## src/shared/flash_reset_pkg.sv

```systemverilog
`default_nettype none
package flash_reset_pkg;
	localparam int unsigned CLK_HZ = 40_000_000;
	// Times in their printed units.
	localparam int unsigned CORE_SUPPLY_SETUP_US = 300;
	localparam int unsigned IO_SUPPLY_SETUP_US   = 300;
	localparam int unsigned RESET_RECOVERY_US    = 35;
	localparam int unsigned RESET_PULSE_MIN_NS   = 200;
	localparam int unsigned RESET_HIGH_SELECT_NS = 50;
	// Least times round up to whole cycles.
	localparam int unsigned SUPPLY_SETUP_US = (CORE_SUPPLY_SETUP_US > IO_SUPPLY_SETUP_US) ?
		CORE_SUPPLY_SETUP_US : IO_SUPPLY_SETUP_US;
	localparam int unsigned SUPPLY_SETUP_CYC = (SUPPLY_SETUP_US * (CLK_HZ / 1_000_000));
	localparam int unsigned RECOVERY_CYC     = (RESET_RECOVERY_US * (CLK_HZ / 1_000_000));
	localparam int unsigned PULSE_CYC        =
		(RESET_PULSE_MIN_NS * (CLK_HZ / 1_000_000) + 999) / 1000;
	localparam int unsigned HIGH_SELECT_CYC  =
		(RESET_HIGH_SELECT_NS * (CLK_HZ / 1_000_000) + 999) / 1000;
	localparam int unsigned CNT_W = 24;
	typedef enum logic [2:0] {
		ST_POWER_UP   = 3'b000,
		ST_RESET_LOW  = 3'b001,
		ST_RECOVER    = 3'b010,
		ST_HIGH_WAIT  = 3'b011,
		ST_READY      = 3'b100
	} seq_state_e;
endpackage
`default_nettype wire

```

## src/design/flash_reset_sequencer.sv

```systemverilog
// How it works
// - Host lowers chip select only after supply setup has passed, except after a one-cycle power-good drop outside power-up.
// - Reset during power-up: honour pulse width and recovery; finish latest.
// - Reset pin high at least 50 ns before chip select falls.
// - Pulse width plus high-to-select never shorter than recovery time.
`default_nettype none
module flash_reset_sequencer
	import flash_reset_pkg::*;
#(
	parameter int unsigned SETUP_CYCLES    = SUPPLY_SETUP_CYC,
	parameter int unsigned RECOVERY_CYCLES = RECOVERY_CYC
) (
	input  wire logic CLK_SYS,
	input  wire logic RST_N,
	input  wire logic POWER_GOOD,
	input  wire logic RESET_REQ,
	input  wire logic READY_BUSY_N,
	output logic      FLASH_RESET_N,
	output logic      ACCESS_OK,
	output logic      SEQ_BUSY
);
	localparam int unsigned N_PINS = 2;

	seq_state_e   state_r;
	logic [N_PINS-1:0] pin_in;
	wire logic [N_PINS-1:0] pin_sync;
	logic         power_good;
	logic         ready_busy_n;
	logic         load;
	logic [CNT_W-1:0] count;
	logic         done;
	logic         cold_done_r;
	logic         rst_out_r;
	logic         ok_r;
	logic [CNT_W-1:0] low_cnt_r;
	logic         low_long;

	// Release is allowed only when the host has let go and the low time is complete.
	function automatic logic may_release(input logic req, input logic low_full);
		return !req && low_full;
	endfunction

	assign pin_in = {READY_BUSY_N, POWER_GOOD};

	// Pins from outside the clock domain pass two flip-flops first.
	// Only the second stage is read, so a metastable first stage never fans out.
	for (genvar i = 0; i < N_PINS; i++) begin : g_sync
		logic [1:0] stage_r;
		always_ff @(posedge CLK_SYS or negedge RST_N) begin
			if (!RST_N) begin
				stage_r <= 2'h0;
			end else begin
				stage_r <= {stage_r[0], pin_in[i]};
			end
		end
		assign pin_sync[i] = stage_r[1];
	end

	// Both synchronised pins read low after reset, which keeps the sequence in power-up.
	assign power_good   = pin_sync[0];
	assign ready_busy_n = pin_sync[1];

	// The low time is counted in cycles of the reset state, from its entry.
	assign low_long = (low_cnt_r == CNT_W'(RECOVERY_CYCLES));

	delay_counter #(.W(CNT_W)) u_delay (
		.clk   (CLK_SYS),
		.rst_n (RST_N),
		.load  (load),
		.count (count),
		.done  (done)
	);

	always_comb begin
		load  = 1'b0;
		count = '0;
		case (state_r)
			ST_POWER_UP: begin
				// Supply setup restarts while power is not good.
				if (!power_good) begin
					load  = 1'b1;
					count = CNT_W'(SETUP_CYCLES);
				end
			end
			ST_RESET_LOW: begin
				if (may_release(RESET_REQ, low_long)) begin
					load  = 1'b1;
					count = CNT_W'(HIGH_SELECT_CYC);
				end
			end
			default: begin
				load  = 1'b0;
			end
		endcase
	end

	always_ff @(posedge CLK_SYS or negedge RST_N) begin
		if (!RST_N) begin
			state_r <= ST_POWER_UP;
		end else if (!power_good) begin
			// Supply loss means the device must cold reset again.
			state_r <= ST_POWER_UP;
		end else begin
			case (state_r)
				ST_POWER_UP: begin
					// Reset pin may be low here; it is ignored by the device.
					if (done) begin
						state_r <= ST_RESET_LOW;
					end
				end
				ST_RESET_LOW: begin
					// Hold low for at least the recovery time, which covers the pulse width.
					if (may_release(RESET_REQ, low_long)) begin
						state_r <= ST_HIGH_WAIT;
					end
				end
				ST_HIGH_WAIT: begin
					if (done) begin
						state_r <= ST_RECOVER;
					end
				end
				ST_RECOVER: begin
					// Wait for busy to clear from the pin as well.
					if (ready_busy_n) begin
						state_r <= ST_READY;
					end
				end
				ST_READY: begin
					if (RESET_REQ) begin
						state_r <= ST_RESET_LOW;
					end
				end
				default: begin
					state_r <= ST_POWER_UP;
				end
			endcase
		end
	end

	// Cold load counts as done once the delay count has run out in power-up, so a one-cycle power drop outside power-up skips the setup count.
	always_ff @(posedge CLK_SYS or negedge RST_N) begin
		if (!RST_N) begin
			cold_done_r <= 1'b0;
		end else if (!power_good) begin
			cold_done_r <= 1'b0;
		end else if (state_r == ST_POWER_UP && done) begin
			cold_done_r <= 1'b1;
		end
	end

	// The pin stays low from reset through the recovery count; a short request
	// is stretched rather than passed on, trading latency for a legal pulse.
	always_ff @(posedge CLK_SYS or negedge RST_N) begin
		if (!RST_N) begin
			rst_out_r <= 1'b0;
		end else if (!power_good) begin
			rst_out_r <= 1'b0;
		end else if (state_r == ST_READY && RESET_REQ) begin
			rst_out_r <= 1'b0;
		end else if (state_r == ST_RESET_LOW && may_release(RESET_REQ, low_long)) begin
			rst_out_r <= 1'b1;
		end
	end

	// Low time before release is the recovery time, so low plus high exceeds it.
	always_ff @(posedge CLK_SYS or negedge RST_N) begin
		if (!RST_N) begin
			low_cnt_r <= '0;
		end else if (state_r != ST_RESET_LOW) begin
			low_cnt_r <= '0;
		end else if (low_cnt_r != CNT_W'(RECOVERY_CYCLES)) begin
			low_cnt_r <= low_cnt_r + 1'b1;
		end
	end

	always_ff @(posedge CLK_SYS or negedge RST_N) begin
		if (!RST_N) begin
			ok_r <= 1'b0;
		end else begin
			ok_r <= (state_r == ST_READY) && power_good && cold_done_r && !RESET_REQ;
		end
	end

	// The reset pin release waits for the recovery count as well as the request.
	assign FLASH_RESET_N = rst_out_r;
	assign ACCESS_OK     = ok_r;
	assign SEQ_BUSY      = (state_r != ST_READY);
endmodule
`default_nettype wire

```

## src/design/delay_counter.sv

```systemverilog
`default_nettype none
module delay_counter
	import flash_reset_pkg::*;
#(
	parameter int unsigned W = CNT_W
) (
	input  wire logic         clk,
	input  wire logic         rst_n,
	input  wire logic         load,
	input  wire logic [W-1:0] count,
	output logic              done
);
	logic [W-1:0] cnt_r;

	// Done is high once the loaded count has run down to zero.
	always_ff @(posedge clk or negedge rst_n) begin
		if (!rst_n) begin
			cnt_r <= '0;
		end else if (load) begin
			cnt_r <= count;
		end else if (cnt_r != '0) begin
			cnt_r <= cnt_r - 1'b1;
		end
	end

	assign done = (cnt_r == '0) && !load;
endmodule
`default_nettype wire

```

## config.mk

```make
export PLATFORM = sky130hd
export DESIGN_NAME = flash_reset_sequencer
export DESIGN_NICKNAME = d
export VERILOG_FILES = /design/src/shared/flash_reset_pkg.sv /design/src/design/flash_reset_sequencer.sv /design/src/design/delay_counter.sv
export SDC_FILE = /design/constraint.sdc
export NUM_CORES = 1
export LEC_CHECK = 0
export ABC_AREA = 1
export BUFFER_PORTS_ARGS = -buffer_cell sky130_fd_sc_hd__buf_2
export CORE_UTILIZATION = 35
export DETAILED_ROUTE_END_ITERATION = 10
export GPL_ROUTABILITY_DRIVEN = 1
export SLEW_MARGIN = 20
export SYNTH_ARGS = -nofsm -noshare
export SYNTH_HDL_FRONTEND = slang
export SYNTH_HIERARCHICAL = 1
export SYNTH_SLANG_ARGS = --single-unit
```

## constraint.sdc

```tcl
create_clock -name CLK_SYS -period 6.51 [get_ports CLK_SYS]
set_clock_uncertainty 0.15 [all_clocks]
set_input_delay 1.302 -clock CLK_SYS [delete_from_list [all_inputs] [get_ports CLK_SYS]]
set_output_delay 1.302 -clock CLK_SYS [all_outputs]
set_load 0.005 [all_outputs]
```

==> flow_metrics.py, run 1 <==
metrics = {
    "run_status": {
        "status": "finished, final reports clean",
    },
    "synth": {
        "synthDistinctLibCells": 36,
        "synth_compound_gate_area_share_pct": 9.28,
        "synth_mux_area_share_pct": 0,
        "ys_seq_elements": 58,
        "netlist_area_mm2": 0.00364,
        "synth_top_family_by_area": "simple AND/OR/NAND/NOR gates",
        "seq_area_frac_synth_pct": 39.8,
        "avgSynthCellArea_um2": 7.21,
        "synth-warning-count": 6,
        "synthCells": 505,
        "synth_fa_ha_area_share_pct": 1.37,
        "yosys.area_share.simple_pct": 37.0,
        "synthXorXnorAreaFrac_pct": 2.89,
    },
    "route": {
        "dr.pass1.iters": 5,
        "drc": 0,
        "drt_iter0_drc": 238,
        "ant_nets": 0,
        "via_per_inst": 4.73,
        "wl_per_cell_um": 12.0,
        "vias": 3164,
        "routed_wirelength_um": 8010,
    },
    "power_and_ir_drop": {
        "p_per_area_mw_per_mm2": 353,
        "switchingPower_mw": 0.572,
        "clkPwrFrac_pct": 27.7,
        "finalPower_mw": 1.44,
        "p_int_mw": 0.871,
        "swShare_pct": 39.6,
        "ir_drop_mv": 0.252,
        "pwr-share-seq_pct": 37.2,
        "p_leak_nw": 1.90,
        "power_frac_comb_pct": 35.1,
    },
    "finish": {
        "final_common_cell": "nand2_1",
        "drive_gt1_share_pct": 12.5,
        "antenna_cells": 0,
        "final_cell_mix": "nand2_1, nor2_1, inv_1",
        "nets": 540,
        "syn2layout_area_growth_pct": 12.2,
    },
    "worst_setup_path": {
        "path_class": "input pin to flop",
        "crit_path_end_kind": "flop",
        "crit_start": "RESET_REQ",
        "r2r_slack_ns": 3.35,
        "r2r-end": "state_r[0]$_DFFE_PN0P_",
        "crit_path_max_fanout": 41,
        "r2r_cells": 17,
        "endpoint": "state_r[1]$_DFFE_PN0P_",
        "startpoint_type": "input pin",
        "rr_startpoint": "low_cnt_r[0]$_DFFE_PN0P_",
        "critical_path_arrival_ns": 3.33,
        "required_ns": 6.60,
    },
    "sta": {
        "setup_viol": 0,
        "setup_tns_ns": 0,
        "period_share_pct": 49.8,
        "tightest_slew_ns": 0.781,
        "finalHoldViolCount": 0,
        "period_minus_slack_ns": 3.24,
        "rsz0062_at_grt": "false",
        "max_freq_mhz": 309,
        "relSlewSlack_pct": 47.6,
        "maxSlewViolCount": 0,
    },
    "clock_tree": {
        "cts.hold.buffers_added": 0,
        "postCtsSetupRepairBufs": 0,
        "clk_pin_slew_worst_paths_ns": 0.07,
        "cts-root-buf": "clkbuf_8",
        "cts_tree": "done",
        "clock_latency_ns": 0.35,
        "cts_resized": 0,
        "cts_htree_levels": 3,
        "cts_inserted_buffers": 9,
        "cts_sinks": 58,
        "clk_path_buf_depth": 2,
    },
    "grt": {
        "grt_pass1_wl_um": 14200,
        "grt-ovfl-total": 0,
        "track_usage_pct": 16.3,
        "grt_pass1_vias": 3078,
        "antenna_found_initial": 0,
        "grt_start_max_net_pins": 59,
    },
    "min_path": {
        "hold_path.class": "flop to flop",
        "hold_path.startpoint": "g_sync[0].stage_r[0]$_DFF_PN0_",
    },
    "job": {
        "drv_cap": 0,
    },
    "floorplanning": {
        "initial_core_util_pct": 36.8,
        "core_area_mm2": 0.00991,
        "die_x_um": 104,
        "die_area_mm2": 0.0108,
        "num_io_pins": 8,
        "num_rows": 36,
        "die_h_um": 104,
    },
    "placed_design": {
        "gp_congestion": 0.837,
        "port_buffers": 7,
        "dp_hpwl_um": 5830,
    },
}
-- critical path, cell delays in order --
cell     delay [ns]
buf_2          0.10
inv_1          0.06
nand4_1        0.08
o21ai_1        0.27
inv_6          0.34
nand2_4        0.09
nor3_2         0.20
nand3_2        0.21
inv_1          0.18
a21oi_1        0.05
nor2_1         0.08
nand2_1        0.07
nand2_2        0.10
nand3_1        0.08
nand2_1        0.07
nand2_1        0.04
-- layout make-up --
type / count / area [µm²]
Clock buffer: 10 / 128
Multi-Input combinational cell: 378 / 1900
Sequential cell: 58 / 1450
Inverter: 75 / 287
Fill cell: 1054 / 5820
Timing Repair Buffer: 9 / 50.0
Tap cell: 133 / 166
Clock inverter: 6 / 105
-- power groups by stage --
stage / clock network, mW / registers [mW] / logic (mW)
floorplan: 0 / 0.519 / 0.413
global placement: 0 / 0.541 / 0.494
detailed placement: 0 / 0.542 / 0.504
CTS: 0.410 / 0.537 / 0.507
global route: 0.428 / 0.549 / 0.590
finish: 0.400 / 0.537 / 0.506
-- cell usage after synthesis, drive strengths merged --
cell type	count	area share [%]
nand2	109	12
nor2	100	12
inv	75	7.9
dfrtp	58	40
nand3	41	6.2
o21ai	36	4.9
a21oi	23	3.3
nor3	13	2.5
nand4	12	2.5
xor2	9	2.2
buf	5	1.3
clkbuf	4	0.41
ha	4	1.4
xnor2	3	0.72
nand3b	2	0.41
nor4	2	0.34
o211ai	2	0.41
o21a	2	0.41
or2	2	0.34
a2bb2oi	1	0.24
conb	1	0.10
nor3b	1	0.21
-- per-stage QoR --
step | hold slack [ns] | std cells | cell area, µm² | setup slack (ns) | utilization [%]
final | 0.202 | 669 | 4090 | 3.27 | 41.2
after global routing | 0.215 | 669 | 4090 | 3.02 | 41.2
after CTS | 0.204 | 669 | 4090 | 3.02 | 41.2
after detailed placement | 0.186 | 653 | 3850 | 2.67 | 38.9
after global placement | 0.186 | 653 | 3850 | 2.82 | 38.9
after floorplan | 0.181 | 520 | 3700 | 3.57 | -
-- metal layers --
layer	vias up	share of wire (%)	track usage, %
met5	-	0	0
met4	0	1.1	8.16
met3	8	2.9	3.07
met2	51	46	25.5
met1	1461	50	21.6
li1	1644	-	-
-- sequential cells by signal, summed over array words and instances (netlist names) --
name	flops
low_cnt_r	24
u_delay/cnt_r	24
ACCESS_OK	1
state_r	3
FLASH_RESET_N	1
g_sync.stage_r	4
cold_done_r	1
-- worst min path at each step --
stage | to | slack, ns | cells after the start
2_1_floorplan | g_sync[0].stage_r[1]$_DFF_PN0_ | 0.18 | 0
3_3_place_gp | g_sync[0].stage_r[1]$_DFF_PN0_ | 0.19 | 0
3_5_place_dp | g_sync[1].stage_r[1]$_DFF_PN0_ | 0.19 | 0
4_1_cts | g_sync[0].stage_r[1]$_DFF_PN0_ | 0.20 | 0
5_1_grt | g_sync[1].stage_r[1]$_DFF_PN0_ | 0.22 | 0
6_report | g_sync[0].stage_r[1]$_DFF_PN0_ | 0.20 | 0
-- logic make-up (layout without fill, tap and decap cells) --
kind of cell             after synthesis  count (layout)
AO/OA/AOI/OAI                         64              64
XOR/XNOR                              12              12
adder cells (fa/ha/maj)                4               4
buffers and inverters                 84             100
flip-flops                            58              58
other                                  1              16
AND/OR/NAND/NOR                      282             282
(Power assumes the default switching activity.)
==> run 2: changes to the inputs <==
- ABC_AREA: 1 -> 0
- clock period: 6.51 -> 3.2 ns (I/O delays scaled with it)
==> run 2 against run 1 <==
  * Count of clock-buffer cells in the layout up 1
  * Via count down 15%
  * Non-clock buffer count up 20
  * Sequential power up 50%
  * Area after synthesis down 11%
  * Design area down 8.5%
  * Core utilization up 1.0 points
  * Global-route usage down 0.53 points
  * Register-to-register slack worse by 3.2 ns
  * Critical path type is now flop to flop
  * Largest cell class unchanged
  * Largest power group unchanged
==> flow_metrics.py, run 2 <==
metrics = {
    "job": {
        "drv_cap": 0,
    },
    "finish": {
        "reg.largest.list": "low_cnt_r: 24 flops, u_delay/cnt_r: 24 flops, g_sync.stage_r: 4 flops",
        "final_cell_mix": "dfrtp_1, nor2_1, a21oi_1",
        "antenna_cells": 0,
        "n_fill_cell": 871,
        "nets": 394,
        "multi_input_area_mm2": 0.00174,
        "drive_gt1_share_pct": 18.8,
        "ff_latch_area_mm2": 0.00145,
        "syn2layout_area_growth_pct": 14.8,
        "final_common_cell": "dfrtp_1",
    },
    "clock_tree": {
        "cts_tree": "done",
        "clock_latency_ns": 0.33,
        "cts_inserted_buffers": 9,
        "clk_pin_slew_worst_paths_ns": 0.06,
        "cts_htree_levels": 3,
        "clk_path_buf_depth": 2,
        "cts.hold.buffers_added": 0,
        "cts_sinks": 58,
        "cts-root-buf": "clkbuf_8",
    },
    "synth": {
        "synthCells": 347,
        "netlist_top_cells_area": "dfrtp_1, a21oi_1, nor2_1, xnor2_1, or4_1",
        "netlist_area_mm2": 0.00326,
        "synth_edf_count": 0,
        "synth_ff_type": "dfrtp_1",
        "netlist_top_cells_count": "dfrtp_1, nor2_1, a21oi_1",
        "seq_area_frac_synth_pct": 44.6,
        "synth-warning-count": 6,
        "yosysTopAreaCell": "dfrtp_1",
        "yosysMostFrequentCell": "dfrtp_1",
        "synthDistinctLibCells": 55,
        "ys_seq_elements": 58,
        "yosysTopAreaCellShare_pct": 44.6,
        "synthArstFlopShare_pct": 100,
        "avgSynthCellArea_um2": 9.39,
    },
    "sta": {
        "worst_slack_ns": 0.124,
        "period_share_pct": 96.1,
        "setup_viol": 0,
        "max_freq_mhz": 325,
        "finalHoldViolCount": 0,
        "rsz0062_at_grt": "false",
        "maxSlewViolCount": 0,
        "period_minus_slack_ns": 3.08,
        "relSlewSlack_pct": 44.9,
        "setup_tns_ns": 0,
        "tightest_slew_ns": 0.826,
    },
    "floorplanning": {
        "core_area_mm2": 0.00885,
        "die_h_um": 98.5,
        "die_area_mm2": 0.00970,
        "num_io_pins": 8,
        "initial_core_util_pct": 36.8,
        "die_x_um": 98.5,
        "num_rows": 34,
    },
    "worst_setup_path": {
        "crit_path_end_kind": "flop",
        "path_class": "flop to flop",
        "startpoint_type": "flop",
        "required_ns": 3.30,
        "crit_path_max_fanout": 4,
        "critical_path_arrival_ns": 3.18,
    },
    "placed_design": {
        "gp_congestion": 0.810,
        "dp_hpwl_um": 4600,
        "dp_slack_ns": 0.00164,
        "port_buffers": 7,
    },
    "route": {
        "drc": 0,
        "dr.pass1.iters": 4,
        "ant_nets": 0,
        "wl_per_cell_um": 13.9,
        "vias": 2683,
        "via_per_inst": 5.40,
        "drt_iter0_drc": 127,
        "routed_wirelength_um": 6930,
    },
    "min_path": {
        "hold_path.class": "flop to flop",
    },
    "grt": {
        "grt_start_max_net_pins": 59,
        "track_usage_pct": 15.8,
        "antenna_found_initial": 0,
        "grt_pass1_vias": 2593,
        "grt-ovfl-total": 0,
        "grt_pass1_wl_um": 12300,
    },
    "power_and_ir_drop": {
        "p_per_area_mw_per_mm2": 394,
        "finalPower_mw": 1.47,
        "ir_drop_mv": 0.244,
        "p_leak_nw": 1.45,
    },
    "run_status": {
        "status": "finished, final reports clean",
    },
}
## run 2: cell count changes after synthesis, moves of 11 or more
cell     before  now
nand2_1      99   15
nand3_1      37   12
inv_1        71   14
or4_1         0   12
xnor2_1       3   14
nor2_1       83   38
o21ai_0      32   13
## run 2: per-stage QoR
stage | std cells | area, µm² | util, % | hold WS (ns)
after floorplan | 362 | 3330 | - | 0.181
after global placement | 482 | 3580 | 40.5 | 0.185
after detailed placement | 482 | 3580 | 40.5 | 0.187
after CTS | 497 | 3730 | 42.2 | 0.201
after global routing | 497 | 3740 | 42.2 | 0.218
final | 497 | 3740 | 42.2 | 0.199
## run 2: per-layer routing
layer / vias up / wire, µm / global-route usage [%]
li1: 1335 / - / -
met1: 1301 / 3600 / 22.4
met2: 36 / 3060 / 24.1
met3: 11 / 146 / 2.13
met4: 0 / 116 / 7.23
met5: - / 0 / 0
## run 2: worst max-delay path, cell delays in order (launching register included)
cell and delay, ns:
dfrtp_1 0.39, or4_4 0.55, or4b_4 0.60, nor3_4 0.14, or2_4 0.15, nor4_1 0.04, and2_0 0.18, and4_4 0.19
or4_1 0.47, a31oi_1 0.16
## run 2: report_power, final
part	total, mW	switching [mW]	leakage [nW]	internal, mW
Combinational	0.117	0.0668	0.630	0.0500
Sequential	0.806	0.0397	0.737	0.766
Clock	0.551	0.280	0.0827	0.271
## run 2: cell type report
class	count	share of cell area, %
Clock buffer	11	3.52
Multi-Input combinational cell	272	46.6
Timing Repair Buffer	29	5.36
Tap cell	108	3.62
Inverter	15	1.51
Clock inverter	4	0.536
Sequential cell	58	38.8
## run 2: cells by family (layout without fill, tap and decap cells)
group           count (synthesis)  in the layout  synth area share (%)
flops                          58             58                  44.6
fa+ha+maj                       4              4                  1.54
buf+inv                        32             59                  4.23
compound gates                 76             76                  15.3
mux                             1              1                 0.307
xor+xnor                       21             21                  5.65
simple gates                  154            154                  28.3
other cells                     1             16                 0.115
## run 2: path summary, 6_finish.rpt
| check | endpoint | slack [ns] | from | cells past startpoint |
|---|---|---|---|---|
| setup / recovery | u_delay/cnt_r[15]$_DFFE_PN0N_ | 0.12 | low_cnt_r[23]$_DFFE_PN0P_ | 9 |
| max in group asynchronous | low_cnt_r[1]$_DFFE_PN0P_ | 2.09 | RST_N | 2 |
| setup reg to reg | u_delay/cnt_r[15]$_DFFE_PN0N_ | 0.12 | low_cnt_r[23]$_DFFE_PN0P_ | 9 |
| hold / removal | g_sync[1].stage_r[1]$_DFF_PN0_ | 0.20 | g_sync[1].stage_r[0]$_DFF_PN0_ | 0 |
| min in group asynchronous | low_cnt_r[15]$_DFFE_PN0P_ | 0.31 | RST_N | 2 |
| hold reg to reg | g_sync[1].stage_r[1]$_DFF_PN0_ | 0.20 | g_sync[1].stage_r[0]$_DFF_PN0_ | 0 |
## run 2: repair_timing
item | CTS | global route
gates resized for setup | 0 | 2
setup endpoints to repair | 1 | 9
buffers inserted | 0 | 0
pin swaps | 1 | 2
==> run 3: changes to the inputs <==
- CORE_ASPECT_RATIO: not set -> 0.7
==> run 3 against run 2 <==
  * Fmax rose by 0.45%
  * Critical path depth unchanged
  * Core utilization is 1.1 points higher
  * Worst hold slack worse by 0.036 ns
  * Non-clock buffer count down 1
  * Die area about the same
  * First-iteration DRC count increased by 3.1%
  * Clock power increased by 73%
  * Power increased by 28%
  * Global-route usage about the same
  * Cell count rose by 2.8%
  * Largest cell class unchanged
  * Largest power group is now the clock network
==> flow_metrics.py, run 3 (synthesis gave the netlist of run 2 again) <==
metrics = {
    "run_status": {
        "status": "finished, final reports clean",
    },
    "clock_tree": {
        "clock_latency_ns": 0.33,
        "cts-root-buf": "clkbuf_16",
        "cts_tree": "done",
        "clk_path_buf_depth": 2,
        "cts_inserted_buffers": 9,
        "clk_pin_slew_worst_paths_ns": 0.05,
        "cts_htree_levels": 3,
        "cts.hold.buffers_added": 0,
        "cts_sinks": 58,
    },
    "floorplanning": {
        "initial_core_util_pct": 36.0,
        "num_io_pins": 8,
        "num_rows": 29,
        "die_h_um": 82.7,
        "die_area_mm2": 0.00970,
        "core_area_mm2": 0.00903,
        "die_x_um": 117,
    },
    "worst_setup_path": {
        "crit_path_end_kind": "flop",
        "required_ns": 3.30,
        "critical_path_arrival_ns": 3.16,
        "rr_startpoint": "low_cnt_r[23]$_DFFE_PN0P_",
        "r2r-end": "u_delay/cnt_r[15]$_DFFE_PN0N_",
        "r2r_slack_ns": 0.14,
        "startpoint_type": "flop",
        "r2r_cells": 9,
        "path_class": "flop to flop",
        "crit_path_max_fanout": 4,
    },
    "sta": {
        "relSlewSlack_pct": 45.5,
        "maxSlewViolCount": 0,
        "fin_hold_ws_ns": 0.163,
        "setup_viol": 0,
        "tightest_slew_ns": 0.817,
        "finalHoldViolCount": 0,
        "max_freq_mhz": 327,
        "period_minus_slack_ns": 3.06,
        "period_share_pct": 95.7,
    },
    "placed_design": {
        "port_buffers": 7,
        "gp_congestion": 0.759,
        "dp_hpwl_um": 4660,
    },
    "finish": {
        "antenna_cells": 0,
        "nets": 393,
        "multi_input_area_mm2": 0.00174,
        "ff_latch_area_mm2": 0.00145,
        "drive_gt1_share_pct": 18.6,
        "final_cell_mix": "dfrtp_1, nor2_1, a21oi_1",
        "final_core_util_pct": 43.4,
        "syn2layout_area_growth_pct": 20.3,
        "final_common_cell": "dfrtp_1",
        "n_fill_cell": 863,
        "reg.largest.list": "low_cnt_r: 24 flops, u_delay/cnt_r: 24 flops, g_sync.stage_r: 4 flops",
    },
    "grt": {
        "antenna_found_initial": 0,
        "track_usage_pct": 15.8,
        "grt_pass1_vias": 2194,
        "grt_start_max_net_pins": 59,
        "grt-ovfl-total": 0,
        "grt_pass1_wl_um": 11400,
    },
    "route": {
        "via_per_inst": 5.13,
        "drt_iter0_drc": 131,
        "drc": 0,
        "ant_nets": 0,
        "dr.pass1.iters": 4,
        "routed_wirelength_um": 6930,
        "vias": 2621,
        "wl_per_cell_um": 13.6,
    },
    "job": {
        "drv_cap": 0,
    },
    "power_and_ir_drop": {
        "p_leak_nw": 1.51,
        "ir_drop_mv": 0.358,
        "p_per_area_mw_per_mm2": 480,
        "finalPower_mw": 1.88,
    },
    "min_path": {
        "hold_path.class": "input pin to asynchronous set/reset pin",
    },
}
==> run 3: changes by cell type in the layout (fill, tap and decap cells not counted), sizes merged <==
cell,previous run,this run
buf,29,28
clkbuf,11,12
bufinv,0,1
clkinvlp,0,1
clkinv,4,0
==> run 3: timing repair <==
item	4_1_cts	5_1_grt
gates resized for setup	0	2
pin swaps	1	2
setup endpoints to repair	1	12
buffers inserted	0	1
==> run 3: through the flow <==
step | setup WS, ns | TNS, ns | instances | instance area (µm²)
floorplan | 0.00562 | 0 | 362 | 3330
global placement | 0.0409 | 0 | 496 | 3610
finish | 0.138 | 0 | 511 | 3920
CTS | 0.0161 | 0 | 510 | 3900
detailed placement | 0.00812 | 0 | 496 | 3610
global route | -0.000472 | -0.000472 | 511 | 3920
==> run 3: layout make-up <==
| cell class | count | share of cell area (%) |
|---|---|---|
| inverter | 15 | 1.44 |
| clock buffer | 12 | 6.55 |
| multi-input combinational | 272 | 44.5 |
| timing repair buffer | 28 | 5.56 |
| tap | 124 | 3.96 |
| sequential | 58 | 37.0 |
| clock inverter | 2 | 0.958 |
==> run 3: worst max-delay path by stage <==
stage                                    startpoint                             to  slack (ns)  cells after the start
after floorplan           low_cnt_r[14]$_DFFE_PN0P_  u_delay/cnt_r[15]$_DFFE_PN0N_       0.006                     10
after global placement    low_cnt_r[23]$_DFFE_PN0P_  u_delay/cnt_r[15]$_DFFE_PN0N_        0.04                      9
after detailed placement  low_cnt_r[23]$_DFFE_PN0P_  u_delay/cnt_r[15]$_DFFE_PN0N_       0.008                      9
after CTS                 low_cnt_r[23]$_DFFE_PN0P_  u_delay/cnt_r[15]$_DFFE_PN0N_        0.02                      9
after global routing      low_cnt_r[23]$_DFFE_PN0P_  u_delay/cnt_r[15]$_DFFE_PN0N_     -0.0005                      9
final                     low_cnt_r[23]$_DFFE_PN0P_  u_delay/cnt_r[15]$_DFFE_PN0N_        0.14                      9
==> run 3: worst max-delay path: stages (launching register included) <==
cell,delay [ns]
dfrtp_1,0.38
or4_4,0.55
or4b_4,0.57
nor3_4,0.15
or2_4,0.15
nor4_1,0.04
and2_0,0.19
and4_4,0.19
or4_1,0.46
a31oi_1,0.16
==> run 3: metal layers <==
| metal | routed length, µm | up-vias | global-route usage, % |
|---|---|---|---|
| met5 | 0 | - | 0 |
| met4 | 74 | 0 | 4.94 |
| met3 | 204 | 9 | 5.47 |
| met2 | 2780 | 39 | 19.6 |
| met1 | 3870 | 1234 | 24.5 |
| li1 | - | 1339 | - |
==> run 3: where the power goes <==
group / internal (mW) / switching [mW]
sequential: 0.768 / 0.0410
combinational: 0.0526 / 0.0681
clock: 0.635 / 0.317
